[src/shared/pst_pkg.sv]
package pst_pkg;

    // ------------------------------------------------------------
    // Register map
    // ------------------------------------------------------------
    localparam int PST_ADDR_W = 5;
    localparam int PST_DATA_W = 16;
    localparam logic [PST_ADDR_W-1:0] PST_LIVE_STATUS_OFFS = 5'h11;
    localparam logic [PST_ADDR_W-1:0] PST_IRQ_ENABLE_OFFS = 5'h12;

    // ------------------------------------------------------------
    // Live status field positions
    // ------------------------------------------------------------
    localparam int PST_ST_SPEED_HI = 15;
    localparam int PST_ST_SPEED_LO = 14;
    localparam int PST_ST_DUPLEX = 13;
    localparam int PST_ST_PAGE_RX = 12;
    localparam int PST_ST_RESOLVED = 11;
    localparam int PST_ST_LINK = 10;
    localparam int PST_ST_RSVD_HI = 9;
    localparam int PST_ST_RSVD_LO = 7;
    localparam int PST_ST_SWAP = 6;
    localparam int PST_ST_DOWNGRADE = 5;
    localparam int PST_ST_ZERO_HI = 4;
    localparam int PST_ST_ZERO_LO = 2;
    localparam int PST_ST_POLARITY = 1;
    localparam int PST_ST_JABBER = 0;
    localparam logic [2:0] PST_ST_RSVD_VALUE = 3'h7;
    localparam logic [2:0] PST_ST_ZERO_VALUE = 3'h0;

    // ------------------------------------------------------------
    // Speed encoding
    // ------------------------------------------------------------
    localparam logic [1:0] PST_SPEED_10 = 2'h0;
    localparam logic [1:0] PST_SPEED_100 = 2'h1;
    localparam logic [1:0] PST_SPEED_1000 = 2'h2;
    localparam logic [1:0] PST_SPEED_RSVD = 2'h3;

    // ------------------------------------------------------------
    // Interrupt enable register
    // ------------------------------------------------------------
    localparam logic [PST_DATA_W-1:0] PST_IRQ_ENABLE_RESET = 16'h0000;
    // Bits 15..10, 6, 5, 1 and 0 gate events; the rest are storage only.
    localparam logic [PST_DATA_W-1:0] PST_IRQ_VALID_MASK = 16'hFC63;
    localparam logic [PST_DATA_W-1:0] PST_READ_UNMAPPED = 16'h0000;

    // ------------------------------------------------------------
    // Pair swap selection
    // ------------------------------------------------------------
    typedef enum logic [1:0] {
        PST_SWAP_STRAIGHT = 2'h0,
        PST_SWAP_CROSSED = 2'h1,
        PST_SWAP_RESERVED = 2'h2,
        PST_SWAP_AUTO = 2'h3
    } pst_swap_mode_t;

    localparam pst_swap_mode_t PST_SWAP_RESET = PST_SWAP_AUTO;

    // ------------------------------------------------------------
    // Live state arriving from the transceiver core
    // ------------------------------------------------------------
    typedef struct packed {
        logic [1:0] speed;
        logic fullDuplex;
        logic pageReceived;
        logic anComplete;
        logic anEnabled;
        logic linkUp;
        logic autoCrossed;
        logic downgraded;
        logic polarityReversed;
        logic jabber;
    } pst_live_t;

endpackage

[src/hw/pst_sync.sv]
`timescale 1ns/10ps

module pst_sync #(
    parameter int WIDTH = 1
) (
    input wire logic clk,
    input wire logic rstn,
    input wire logic [WIDTH-1:0] asyncIn,
    output logic [WIDTH-1:0] syncOut
);

    logic [WIDTH-1:0] stage1_reg;
    logic [WIDTH-1:0] stage1_next;
    logic [WIDTH-1:0] stage2_reg;
    logic [WIDTH-1:0] stage2_next;

    // Refused at elaboration, so a bad width never reaches simulation.
    if (WIDTH < 1) begin
        $error("pst_sync needs WIDTH of at least one");
    end

    // ------------------------------------------------------------
    // Two-stage synchroniser; the first stage feeds only the second.
    // ------------------------------------------------------------
    always_comb begin
        stage1_next = asyncIn;
        stage2_next = stage1_reg;
    end

    always_ff @(posedge clk or negedge rstn) begin
        if (!rstn) begin
            stage1_reg <= '0;
            stage2_reg <= '0;
        end else begin
            stage1_reg <= stage1_next;
            stage2_reg <= stage2_next;
        end
    end

    assign syncOut = stage2_reg;

endmodule

[src/hw/pst_status_regs.sv]
`timescale 1ns/10ps

// Overview of operation
// [RULE_01] Speed field 15:14: 10, 100, 1000 Mbps.
// [RULE_02] Speed, duplex, swap meaningful only when resolved.
// [RULE_03] Resolved flag: negotiation done or disabled.
// [RULE_04] Bit 13 reads duplex, one is full.
// [RULE_05] Bit 12 shows page received live.
// [RULE_06] Bit 10 shows live link state, unlatched.
// [RULE_07] Reserved bits 9:7 always read 111.
// [RULE_08] Bit 6 reports crossed pairs per mode.
// [RULE_09] Bit 5 reports automatic speed downgrade.
// [RULE_10] Bit 1 tracks reversed receive polarity.
// [RULE_11] Bit 0 tracks current transmit jabber.
// [RULE_12] Enable bits gate interrupts, reset to zero.
// [RULE_13] Swap mode: straight, crossed, reserved, automatic.
// [RULE_14] Only enabled events raise the interrupt.
// [RULE_15] Reserved enable bits store but do nothing.

module pst_status_regs (
    input wire logic clk,
    input wire logic rstn,
    input wire logic swReset,
    input pst_pkg::pst_live_t liveIn,
    input wire logic [1:0] pairSwapSelect,
    input wire logic [pst_pkg::PST_DATA_W-1:0] eventLatched,
    input wire logic [pst_pkg::PST_ADDR_W-1:0] regAddr,
    input wire logic regWrEn,
    input wire logic [pst_pkg::PST_DATA_W-1:0] regWrData,
    input wire logic regRdEn,
    output logic [pst_pkg::PST_DATA_W-1:0] regRdData,
    output logic regRdAck,
    output logic regRdHit,
    output logic pairSwapState,
    output logic irqOut
);

    // ------------------------------------------------------------
    // Address decoding
    // ------------------------------------------------------------
    function automatic logic isMapped(input logic [pst_pkg::PST_ADDR_W-1:0] addr);
        isMapped = (addr == pst_pkg::PST_LIVE_STATUS_OFFS) || (addr == pst_pkg::PST_IRQ_ENABLE_OFFS);
    endfunction

    function automatic logic isEnableReg(input logic [pst_pkg::PST_ADDR_W-1:0] addr);
        isEnableReg = (addr == pst_pkg::PST_IRQ_ENABLE_OFFS);
    endfunction

    // ------------------------------------------------------------
    // Live inputs
    // ------------------------------------------------------------
    // The core state comes from the line-side logic, which is not on
    // the management clock, so every bit is synchronised first. Multi-bit
    // speed may show one mixed sample while it changes; software only
    // trusts it while resolved, which is stable long after speed settles.
    pst_pkg::pst_live_t liveSync;

    pst_sync #(
        .WIDTH($bits(pst_pkg::pst_live_t))
    ) u_live_sync (
        .clk(clk),
        .rstn(rstn),
        .asyncIn(liveIn),
        .syncOut(liveSync)
    );

    // ------------------------------------------------------------
    // Pair swap mode
    // ------------------------------------------------------------
    pst_pkg::pst_swap_mode_t swapMode_reg;
    pst_pkg::pst_swap_mode_t swapMode_next;
    logic crossedNow;

    always_comb begin
        swapMode_next = swapMode_reg;
        // A new selection is taken only at software reset.
        if (swReset) begin // RULE_08
            swapMode_next = pst_pkg::pst_swap_mode_t'(pairSwapSelect);
        end
    end

    always_ff @(posedge clk or negedge rstn) begin
        if (!rstn) begin
            swapMode_reg <= pst_pkg::PST_SWAP_RESET;
        end else begin
            swapMode_reg <= swapMode_next;
        end
    end

    always_comb begin
        case (swapMode_reg) // RULE_13
            pst_pkg::PST_SWAP_STRAIGHT: begin
                crossedNow = 1'b0;
            end
            pst_pkg::PST_SWAP_CROSSED: begin
                crossedNow = 1'b1;
            end
            pst_pkg::PST_SWAP_AUTO: begin
                crossedNow = liveSync.autoCrossed;
            end
            default: begin
                // The reserved code behaves as automatic so the link still works.
                crossedNow = liveSync.autoCrossed;
            end
        endcase
    end

    // ------------------------------------------------------------
    // Live status word
    // ------------------------------------------------------------
    logic resolved;
    logic [pst_pkg::PST_DATA_W-1:0] statusWord;

    assign resolved = liveSync.anComplete || !liveSync.anEnabled; // RULE_03

    always_comb begin
        statusWord = '0;
        // Resolution-dependent fields read zero until resolved.
        if (resolved) begin // RULE_02
            statusWord[pst_pkg::PST_ST_SPEED_HI:pst_pkg::PST_ST_SPEED_LO] = liveSync.speed; // RULE_01
            statusWord[pst_pkg::PST_ST_DUPLEX] = liveSync.fullDuplex; // RULE_04
            statusWord[pst_pkg::PST_ST_SWAP] = crossedNow; // RULE_08
        end
        statusWord[pst_pkg::PST_ST_PAGE_RX] = liveSync.pageReceived; // RULE_05
        statusWord[pst_pkg::PST_ST_RESOLVED] = resolved; // RULE_03
        statusWord[pst_pkg::PST_ST_LINK] = liveSync.linkUp; // RULE_06
        statusWord[pst_pkg::PST_ST_RSVD_HI:pst_pkg::PST_ST_RSVD_LO] = pst_pkg::PST_ST_RSVD_VALUE; // RULE_07
        statusWord[pst_pkg::PST_ST_DOWNGRADE] = liveSync.downgraded; // RULE_09
        statusWord[pst_pkg::PST_ST_ZERO_HI:pst_pkg::PST_ST_ZERO_LO] = pst_pkg::PST_ST_ZERO_VALUE;
        statusWord[pst_pkg::PST_ST_POLARITY] = liveSync.polarityReversed; // RULE_10
        statusWord[pst_pkg::PST_ST_JABBER] = liveSync.jabber; // RULE_11
    end

    // ------------------------------------------------------------
    // Interrupt enable register
    // ------------------------------------------------------------
    logic [pst_pkg::PST_DATA_W-1:0] irqEnable_reg;
    logic [pst_pkg::PST_DATA_W-1:0] irqEnable_next;

    always_comb begin
        irqEnable_next = irqEnable_reg;
        // Software reset wins over a write landing in the same cycle.
        if (swReset) begin
            irqEnable_next = pst_pkg::PST_IRQ_ENABLE_RESET; // RULE_12
        end else if (regWrEn && isEnableReg(regAddr)) begin
            irqEnable_next = regWrData; // RULE_12
        end
    end

    always_ff @(posedge clk or negedge rstn) begin
        if (!rstn) begin
            irqEnable_reg <= pst_pkg::PST_IRQ_ENABLE_RESET;
        end else begin
            irqEnable_reg <= irqEnable_next;
        end
    end

    // ------------------------------------------------------------
    // Interrupt indication
    // ------------------------------------------------------------
    // Recorded events stay in the latched status outside; only those with
    // an enable bit set, on a defined position, reach the line.
    logic irq_reg;
    logic irq_next;

    always_comb begin
        irq_next = |(eventLatched & irqEnable_reg & pst_pkg::PST_IRQ_VALID_MASK); // RULE_14 RULE_15
    end

    always_ff @(posedge clk or negedge rstn) begin
        if (!rstn) begin
            irq_reg <= 1'b0;
        end else begin
            irq_reg <= irq_next;
        end
    end

    // ------------------------------------------------------------
    // Read path
    // ------------------------------------------------------------
    logic [pst_pkg::PST_DATA_W-1:0] rdData_reg;
    logic [pst_pkg::PST_DATA_W-1:0] rdData_next;
    logic rdAck_reg;
    logic rdAck_next;
    logic rdHit_reg;
    logic rdHit_next;
    logic swap_reg;
    logic swap_next;

    always_comb begin
        rdData_next = rdData_reg;
        rdAck_next = regRdEn;
        rdHit_next = 1'b0;
        if (regRdEn) begin
            rdHit_next = isMapped(regAddr);
            if (!isMapped(regAddr)) begin
                rdData_next = pst_pkg::PST_READ_UNMAPPED;
            end else if (isEnableReg(regAddr)) begin
                rdData_next = irqEnable_reg;
            end else begin
                rdData_next = statusWord;
            end
        end
        swap_next = statusWord[pst_pkg::PST_ST_SWAP];
    end

    always_ff @(posedge clk or negedge rstn) begin
        if (!rstn) begin
            rdData_reg <= '0;
            rdAck_reg <= 1'b0;
            rdHit_reg <= 1'b0;
            swap_reg <= 1'b0;
        end else begin
            rdData_reg <= rdData_next;
            rdAck_reg <= rdAck_next;
            rdHit_reg <= rdHit_next;
            swap_reg <= swap_next;
        end
    end

    assign regRdData = rdData_reg;
    assign regRdAck = rdAck_reg;
    assign regRdHit = rdHit_reg;
    assign pairSwapState = swap_reg;
    assign irqOut = irq_reg;

endmodule

[config.mk]
export PLATFORM = sky130hd
export DESIGN_NAME = pst_status_regs
export DESIGN_NICKNAME = d
export VERILOG_FILES = /design/src/shared/pst_pkg.sv /design/src/hw/pst_sync.sv /design/src/hw/pst_status_regs.sv
export SDC_FILE = /design/constraint.sdc
export NUM_CORES = 1
export LEC_CHECK = 0
export BUFFER_PORTS_ARGS = -buffer_cell sky130_fd_sc_hd__buf_2
export CAP_MARGIN = 30
export CORE_MARGIN = 5
export CORE_UTILIZATION = 30
export DETAILED_ROUTE_END_ITERATION = 6
export GPL_TIMING_DRIVEN = 0
export PLACE_DENSITY = 0.52
export SLEW_MARGIN = 20
export SYNTH_ARGS = -nofsm -noshare
export SYNTH_HDL_FRONTEND = slang
export SYNTH_HIERARCHICAL = 1
export SYNTH_SLANG_ARGS = --single-unit
[constraint.sdc]
create_clock -name clk -period 1.3 [get_ports clk]
set_input_delay 0.13 -clock clk [delete_from_list [all_inputs] [get_ports clk]]
set_output_delay 0.13 -clock clk [all_outputs]
set_load 0.05 [all_outputs]
==> flow_metrics.py, run 1 <==
metrics = {
    "synthesis": {
        "syn_area_sq_mm": 0.002389,
        "yosysTopAreaCell": "dfrtp_1",
        "synthTopCellsByArea": "dfrtp_1 61%, nand2b_1 8.6%, mux2i_1 6.7%",
        "yosys_warnings": 6,
        "synth_top_cell_area_share_pct": 60.76,
        "syn_nets": 245,
        "synth-seq-cells": 60,
        "ys_seq_area_share_pct": 62.96,
        "synth_cells": 190,
        "synth_cell_types": 29,
        "syn_avg_cell_area_sq_um": 12.57,
    },
    "worst_setup_path": {
        "arrival_ns": 1.43,
        "critPathKind": "register to register",
        "slowest_delay_ns": 0.41,
        "critPathBufInv": 0,
        "worst_setup_path_end_kind": "register",
        "cp.required_ns": 1.51,
        "crit_fanout": 3,
        "path_delay_family": "compound AO/OA/AOI/OAI gates",
        "slowest_stage": "dfrtp_1",
        "worstSetupStartpointType": "register",
        "path_cells": "a22o_1, a221oi_1, nand4_1",
    },
    "layout": {
        "antennaDiodeCount": 0,
        "drive_above_1_share_pct": 33.45,
        "multiInputGateArea_sq_um": 759.5,
        "area_delta_synth_final_pct": 35.15,
        "seqCellArea_sq_mm": 0.001504,
        "fillers": 750,
        "final_util_pct": 41.77,
        "layout.nets": 337,
    },
    "sta": {
        "fmax_mhz": 821.7,
        "fin_ws_ns": 0.08299,
        "tightest_slew_ns": 0.7507,
        "maxSlewViolCount": 0,
        "relSlewSlack_pct": 49.95,
        "rsz0062_at_grt": "no",
        "min_period_ns": 1.217,
        "skew_ns": 0.007503,
        "setup_viol": 0,
        "min_period_over_period_pct": 93.62,
        "finalHoldViolCount": 0,
    },
    "drt": {
        "drc": 0,
        "routed_wl_microns": 5884,
        "wl_per_cell_microns": 15.13,
        "drt_iter0_markers": 45,
        "drt_first_pass_iters": 4,
        "via_per_inst": 4.350,
        "antenna_left": 0,
        "num_vias": 1692,
    },
    "place": {
        "pre_cts_ws_ns": -0.03219,
        "dp_hpwl_microns": 4079,
        "io_buffer_count": 68,
        "gp_congestion": 0.7147,
    },
    "run": {
        "max_cap_viol_count": 0,
    },
    "global_routing": {
        "grt_max_degree": 61,
        "first_global_vias": 1848,
        "antenna_found_initial": 0,
        "grt_first_pass_wirelength_microns": 9466,
        "grt-ovfl-total": 0,
        "grt_usage_pct": 12.78,
    },
    "run_status": {
        "outcome": "completed",
    },
    "cts": {
        "cts_sinks": 60,
        "ctsHtreeMaxLevel": 3,
        "clockRootBuffer": "clkbuf_8",
        "postCtsSetupRepairBufs": 0,
        "clk_pin_slew_ns": 0.07,
        "cts_tree": "built",
        "clk_path_buf_depth": 2,
        "clk_latency_ns": 0.34,
        "numCtsBuffers": 9,
    },
    "floorplan": {
        "ioPinCount": 75,
        "die_area_sq_mm": 0.009847,
        "die_h_microns": 99.23,
        "die_x_microns": 99.23,
        "core_area_sq_mm": 0.007727,
        "rows": 32,
        "start_util_pct": 30.91,
    },
    "hold_path": {
        "hold_path_class": "input pin to register",
    },
    "pwr": {
        "vdd.ir_drop.worst_uv": 442.5,
        "leakage_nw": 1.497,
        "powerDensity_mw_per_mm2": 1344,
    },
}
==> per-layer routing <==
| metal | global-route usage (%) | up-vias | part of all wire [%] |
|---|---|---|---|
| met5 | 0 | - | 0 |
| met4 | 6.618 | 0 | 2.5 |
| met3 | 3.576 | 13 | 5.0 |
| met2 | 19.83 | 44 | 47 |
| met1 | 16.25 | 800 | 45 |
| li1 | - | 835 | - |
==> cells in the mapped netlist <==
library cell / count
and3_1: 1
a21oi_1: 3
nand4bb_1: 1
dfrtp_1: 58
a221oi_1: 1
inv_1: 16
mux2_2: 3
nand3_1: 1
nand2_1: 4
buf_6: 1
clkbuf_1: 5
nand4_1: 2
nor2b_1: 1
o22ai_1: 15
buf_2: 3
nor3b_4: 1
a22oi_1: 9
nor2_1: 1
and3b_1: 3
o21bai_1: 1
nor2b_4: 1
a22o_1: 1
mux2i_1: 16
and2_1: 1
nand2b_1: 33
a31oi_1: 4
dfstp_2: 2
buf_12: 1
or2b_1: 1
==> final timing paths <==
kind | slack, ns | depth (start not counted) | start | endpoint
max in group asynchronous | 0.40 | 2 | rstn | regRdData[14]
worst max-delay path | 0.08 | 3 | irqEnable_reg[5] | irqOut
worst max register to register | 0.08 | 3 | irqEnable_reg[5] | irqOut
min in group asynchronous | 0.40 | 2 | rstn | regRdData[5]
worst min register to register | 0.34 | 0 | u_live_sync/stage1_reg[0] | u_live_sync/syncOut[0]
worst min-delay path | 0.03 | 2 | pairSwapSelect[0] | swapMode_reg[0]
==> repair_timing <==
item / 4_1_cts / 5_1_grt
hold endpoints to repair: 70 / 0
hold buffers: 13 / 0
resized for setup: 0 / 0
==> power by group <==
group / total (mW) / internal [mW] / leakage [nW] / switching (mW)
logic: 0.365 / 0.154 / 0.608 / 0.211
clock network: 2.02 / 1.27 / 0.115 / 0.760
registers: 1.95 / 1.93 / 0.773 / 0.0201
==> kinds of logic after synthesis <==
| group | Yosys count | share of synthesized area, % |
|---|---|---|
| AOI/OAI and AO/OA | 34 | 9.481 |
| buffers and inverters | 26 | 5.238 |
| DFF | 60 | 62.96 |
| muxes | 19 | 8.119 |
| and+or+nand+nor | 51 | 14.20 |
==> through the flow <==
step / hold slack (ns) / power [mW] / cells / instance area, sq um / setup TNS, ns
6_report: 0.02519 / 4.340 / 389 / 3228 / 0
5_1_grt: 0.02383 / 4.515 / 389 / 3228 / 0
4_1_cts: 0.01004 / 4.388 / 389 / 3228 / 0
3_5_place_dp: 0.2393 / 2.329 / 360 / 2859 / -0.1871
3_3_place_gp: 0.2382 / 2.326 / 360 / 2856 / -4.832
2_1_floorplan: -0.1656 / 2.148 / 190 / 2389 / 0
==> cells in the final DEF, fill, tap and decap left out, types with 5 or more instances in the layout <==
master / instances
a22oi_1: 9
buf_2: 70
clkbuf_1: 5
clkbuf_8: 9
dfrtp_1: 58
dlygate4sd3_1: 13
inv_1: 16
mux2i_1: 16
nand2b_1: 33
o22ai_1: 15
==> cell type report <==
cell class / count / area share (%)
Inverter: 16 / 1.860
Timing Repair Buffer: 81 / 14.65
Buffer: 10 / 2.016
Clock buffer: 9 / 3.837
Multi-Input combinational cell: 104 / 23.53
Sequential cell: 60 / 46.59
Clock inverter: 7 / 3.566
Tap cell: 102 / 3.953
==> worst register-to-register path: cells and delay by family (launching register included) <==
| kind | cells | cell delay [ns] |
|---|---|---|
| AND/OR/NAND/NOR | 1 | 0.13 |
| AO/OA/AOI/OAI | 2 | 0.56 |
| flip-flops | 1 | 0.41 |
(Power assumes the default switching activity.)
==> run 2, diff against run 1 <==
- CORE_MARGIN: 5 -> not set
==> run 2 against run 1 <==
Register-to-register slack hardly changed. Combinational power hardly changed. Sequential cell count stayed put. Critical endpoint is now regRdData[6]. Highest routed layer unchanged.
==> flow_metrics.py, run 2 (synthesis gave the netlist of run 1 again) <==
metrics = {
    "run": {
        "max_cap_viol_count": 0,
    },
    "drt": {
        "drt_iter0_markers": 49,
        "wl_per_cell_microns": 14.52,
        "antenna_left": 0,
        "num_vias": 1713,
        "drc": 0,
        "drt_first_pass_iters": 4,
        "via_per_inst": 4.404,
        "routed_wl_microns": 5648,
    },
    "place": {
        "dp_cells": 360,
        "placed_area_sq_mm": 0.002859,
        "gp_congestion": 0.7140,
        "dp_hpwl_microns": 3887,
        "io_buffer_count": 68,
    },
    "hold_path": {
        "min-delay-start": "pairSwapSelect[0]",
        "hold_path_class": "input pin to register",
    },
    "sta": {
        "min_period_over_period_pct": 93.29,
        "maxSlewViolCount": 0,
        "fmax_mhz": 824.6,
        "rsz0062_at_grt": "no",
        "tightest_slew_ns": 0.7603,
        "setup_viol": 0,
        "min_period_ns": 1.213,
        "skew_ns": 0.006204,
        "whs_ns": 0.02972,
        "finalHoldViolCount": 0,
        "relSlewSlack_pct": 49.31,
    },
    "global_routing": {
        "first_global_vias": 1759,
        "antenna_found_initial": 0,
        "grt-ovfl-total": 0,
        "grt_max_degree": 61,
        "grt_usage_pct": 15.02,
        "grt_first_pass_wirelength_microns": 9163,
    },
    "floorplan": {
        "die_area_sq_mm": 0.008323,
        "core_area_sq_mm": 0.007727,
        "start_util_pct": 30.91,
        "ioPinCount": 75,
        "rows": 32,
        "die_x_microns": 91.23,
        "die_h_microns": 91.23,
    },
    "cts": {
        "cts_sinks": 60,
        "cts.hold.buffers_added": 13,
        "clk_path_buf_depth": 2,
        "cts_tree": "built",
        "clk_pin_slew_ns": 0.06,
        "numCtsBuffers": 9,
        "postCtsSetupRepairBufs": 0,
        "ctsHtreeMaxLevel": 3,
        "cts_repair_resize_count": 0,
        "clk_latency_ns": 0.34,
        "clockRootBuffer": "clkbuf_8",
    },
    "worst_setup_path": {
        "crit_path_end": "regRdData[6]",
        "startpoint": "swapMode_reg[1]",
        "worstSetupStartpointType": "register",
        "r2r-start": "swapMode_reg[1]",
        "cp.required_ns": 1.48,
        "reg2reg_slack_ns": 0.09,
        "worst_setup_path_end_kind": "register",
        "arrival_ns": 1.39,
        "reg2reg_depth": 3,
        "timing.rr.end": "regRdData[6]",
        "critPathKind": "register to register",
        "crit_fanout": 2,
    },
    "pwr": {
        "vdd.ir_drop.worst_uv": 599.0,
        "power_mw": 4.120,
        "leakage_nw": 1.493,
        "powerDensity_mw_per_mm2": 1283,
    },
    "layout": {
        "final_util_pct": 41.55,
        "fin_cells": 389,
        "drive_above_1_share_pct": 33.45,
        "mostFrequentLayoutCell": "buf_2",
        "layout.nets": 337,
        "area_delta_synth_final_pct": 34.42,
        "fillers": 770,
        "layout_common_cells": "70 x buf_2, 58 x dfrtp_1, 33 x nand2b_1",
        "antennaDiodeCount": 0,
        "final_area_sq_mm": 0.003211,
    },
    "run_status": {
        "outcome": "completed",
    },
}
==> run 2: critical path, stage by stage (launching register included) <==
cell     delay (ns)
dfstp_2        0.53
mux2_2         0.36
nand4_1        0.09
a31oi_1        0.08
==> run 2: area by class of cell <==
class | instances | area (sq um) | share of cell area, %
multi-input combinational | 104 | 759.5 | 23.66
clock inverter | 3 | 42.54 | 1.325
sequential | 60 | 1504 | 46.84
buffer | 10 | 65.06 | 2.026
clock buffer | 13 | 178.9 | 5.573
timing repair buffer | 81 | 473.0 | 14.73
inverter | 16 | 60.06 | 1.871
tap | 102 | 127.6 | 3.975
==> run 2: how the worst min path moves through the flow <==
stage	to	slack, ns	cells past startpoint
after detailed placement	u_live_sync/stage1_reg[6]	0.24	1
after CTS	swapMode_reg[0]	0.02	2
after global placement	u_live_sync/stage1_reg[7]	0.24	1
final	swapMode_reg[0]	0.03	2
after global routing	swapMode_reg[1]	0.02	2
after floorplan	irqEnable_reg[0]	-0.17	0
==> run 2: through the flow <==
step / worst slack [ns] / TNS, ns
after CTS: 0.07616 / 0
final: 0.08729 / 0
after floorplan: 0.1793 / 0
after global placement: -0.1002 / -5.564
after global routing: 0.04828 / 0
after detailed placement: -0.05039 / -0.3530
==> run 2: report_power, final <==
part / leakage (nW) / internal, mW / switching [mW]
Clock: 0.112 / 1.09 / 0.711
Combinational: 0.608 / 0.154 / 0.213
Sequential: 0.773 / 1.93 / 0.0207
Total: 1.49 / 3.18 / 0.944
==> run 2: metal layers <==
metal  vias up  track usage, %  share of wire, %
li1        838               -                 -
met1       809           18.89                47
met2        52           23.74                47
met3        14           4.271               3.7
met4         0           7.275               2.4
met5         -               0                 0
==> run 3, diff against run 2 <==
- CAP_MARGIN: 30 -> not set
- HOLD_SLACK_MARGIN: not set -> 0.03
- SYNTH_HIERARCHICAL: 1 -> not set
==> run 3 against run 2 <==
Register-to-register slack worse by 0.05 ns. Worst hold slack better by 0.023 ns. Critical path type unchanged. Cell count decreased by 6.9%.
==> flow_metrics.py, run 3 <==
metrics = {
    "worst_setup_path": {
        "path_cells": "mux2i_2, nor4_1, a221o_1",
        "worst_setup_path_end_kind": "register",
        "cp.required_ns": 1.51,
        "r2r-start": "swapMode_reg[1]",
        "reg2reg_depth": 3,
        "reg2reg_slack_ns": 0.04,
        "critPathKind": "register to register",
        "worstSetupStartpointType": "register",
        "slowest_stage": "dfstp_2",
        "arrival_ns": 1.47,
        "crit_fanout": 2,
        "timing.rr.end": "regRdData[6]",
        "critPathBufInv": 0,
        "slowest_delay_ns": 0.54,
        "path_delay_family": "flip-flops",
    },
    "synthesis": {
        "synth-seq-cells": 60,
        "yosysTopAreaCell": "dfrtp_1",
        "synth_top_cell_area_share_pct": 63.01,
        "synthTopCellsByArea": "dfrtp_1 63%, nand2b_1 9.0%, mux2i_1 7.4%",
        "syn_avg_cell_area_sq_um": 13.96,
        "synth_cell_types": 26,
        "syn_area_sq_mm": 0.002303,
        "yosysMostFrequentCell": "dfrtp_1",
        "synth_cells": 165,
        "syn_nets": 220,
        "yosys_warnings": 0,
        "synthTopCellsByCount": "58 x dfrtp_1, 33 x nand2b_1, 17 x mux2i_1",
        "ys_seq_area_share_pct": 65.29,
        "synth_edf_count": 0,
        "synthArstFlopShare_pct": 100.0,
        "ys.flop_type": "dfrtp_1",
    },
    "global_routing": {
        "grt_first_pass_wirelength_microns": 8031,
        "gr-usage-met1_pct": 20.51,
        "grt_usage_pct": 14.33,
        "first_global_vias": 1577,
        "grt_use_met3_pct": 6.216,
        "grt_use_met2_pct": 20.11,
        "grt_max_degree": 61,
        "top_usage_layer": "met1",
        "grt-ovfl-total": 0,
        "antenna_found_initial": 0,
    },
    "place": {
        "dp_cells": 332,
        "gp_congestion": 0.7564,
        "io_buffer_count": 68,
        "dp_hpwl_microns": 3686,
    },
    "sta": {
        "relSlewSlack_pct": 49.73,
        "finalHoldViolCount": 0,
        "min_period_ns": 1.259,
        "whs_ns": 0.05266,
        "min_period_over_period_pct": 96.88,
        "fmax_mhz": 794.0,
        "setup_viol": 0,
        "maxSlewViolCount": 0,
        "skew_ns": 0.008056,
        "tightest_slew_ns": 0.7541,
        "rsz0062_at_grt": "no",
    },
    "cts": {
        "clk_path_buf_depth": 2,
        "clockRootBuffer": "clkbuf_8",
        "cts_sinks": 60,
        "clk_latency_ns": 0.33,
        "numCtsBuffers": 9,
        "clk_pin_slew_ns": 0.07,
        "cts_tree": "built",
        "ctsHtreeMaxLevel": 3,
    },
    "hold_path": {
        "min_to": "irqEnable_reg[13]",
        "hold_path_class": "input pin to register",
        "min-delay-start": "regWrData[13]",
        "min_path_cells": 3,
    },
    "floorplan": {
        "start_util_pct": 31.42,
        "core_area_sq_mm": 0.007331,
        "die_area_sq_mm": 0.008033,
        "ioPinCount": 75,
        "rows": 31,
        "die_h_microns": 89.63,
        "die_x_microns": 89.63,
    },
    "drt": {
        "drt_iter0_markers": 61,
        "wl_per_cell_microns": 14.82,
        "antenna_left": 0,
        "num_vias": 1590,
        "drt_first_pass_iters": 4,
        "routed_wl_microns": 5364,
        "drc": 0,
        "via_per_inst": 4.392,
    },
    "pwr": {
        "vdd.ir_drop.worst_uv": 731.3,
        "leakage_nw": 1.473,
        "switchingPower_mw": 0.9067,
        "power.share.sequential_pct": 49.2,
        "clkPwrFrac_pct": 42.6,
        "power.internal_mw": 3.054,
        "power_mw": 3.961,
        "swShare_pct": 22.89,
        "comb_power_share_pct": 8.2,
        "powerDensity_mw_per_mm2": 1269,
    },
    "layout": {
        "layout_common_cells": "68 x buf_2, 58 x dfrtp_1, 33 x nand2b_1",
        "area_delta_synth_final_pct": 35.52,
        "antennaDiodeCount": 0,
        "mostFrequentLayoutCell": "buf_2",
        "fillers": 709,
        "fin_cells": 362,
        "drive_above_1_share_pct": 35.74,
        "layout.nets": 313,
    },
    "run_status": {
        "outcome": "completed",
    },
    "run": {
        "max_cap_viol_count": 0,
    },
}
run 3: power groups by stage:
stage | Sequential, mW | Clock [mW] | Combinational (mW)
after floorplan | 2.03 | 0 | 0.0845
after global placement | 1.98 | 0 | 0.293
after detailed placement | 1.98 | 0 | 0.295
after CTS | 1.95 | 1.75 | 0.328
after global routing | 1.95 | 1.83 | 0.355
final | 1.95 | 1.69 | 0.326
run 3: final cells by class:
cell class | instances | area (sq um) | area share, %
sequential | 60 | 1504 | 48.18
multi-input combinational | 98 | 769.5 | 24.65
timing repair buffer | 82 | 483.0 | 15.47
clock buffer | 12 | 155.1 | 4.970
tap | 99 | 123.9 | 3.968
clock inverter | 4 | 47.55 | 1.523
buffer | 6 | 35.03 | 1.122
inverter | 1 | 3.754 | 0.1202
run 3: metrics by stage:
stage	setup TNS, ns	util, %	area (sq um)	worst slack [ns]
after detailed placement	-5.502	37.79	2770	-0.2906
after global routing	0	42.58	3122	0.005291
after CTS	0	42.53	3118	0.03492
after floorplan	0	-	2303	0.08398
after global placement	-8.010	37.75	2768	-0.2939
final	0	42.58	3122	0.04053
run 3: repair_timing:
action,in CTS,in global routing
resized for setup,1,1
endpoints found under the setup margin,4,1
buffers inserted,0,0
endpoints found under the hold margin,71,0
hold buffers,14,0
run 3: cells by family after synthesis:
logic type             after synthesis  synth area share, %
buffers and inverters                7                1.684
flip-flops                          60                65.29
AND/OR/NAND/NOR                     54                15.43
multiplexers                        19                8.365
AO/OA/AOI/OAI                       25                9.234
run 3: worst min-delay path, cell delays in order:
cell and delay, ns:
buf_2 0.10, nand2b_1 0.06, mux2i_1 0.06
run 3: worst max-delay path by stage:
stage | cells past startpoint | endpoint | startpoint | slack [ns]
6_report | 3 | regRdData[6] | swapMode_reg[1] | 0.04
5_1_grt | 5 | irqEnable_reg[10] | regAddr[0] | 0.005
4_1_cts | 3 | regRdData[6] | swapMode_reg[1] | 0.03
3_5_place_dp | 5 | irqEnable_reg[11] | regAddr[0] | -0.29
3_3_place_gp | 5 | irqEnable_reg[11] | regAddr[0] | -0.29
2_1_floorplan | 4 | irqEnable_reg[10] | regAddr[0] | 0.08
run 3: layer usage:
metal / vias to the layer above / share of wire, %
met5: - / 0
met4: 0 / 0.76
met3: 5 / 6.0
met2: 59 / 40
met1: 759 / 53
li1: 767 / -
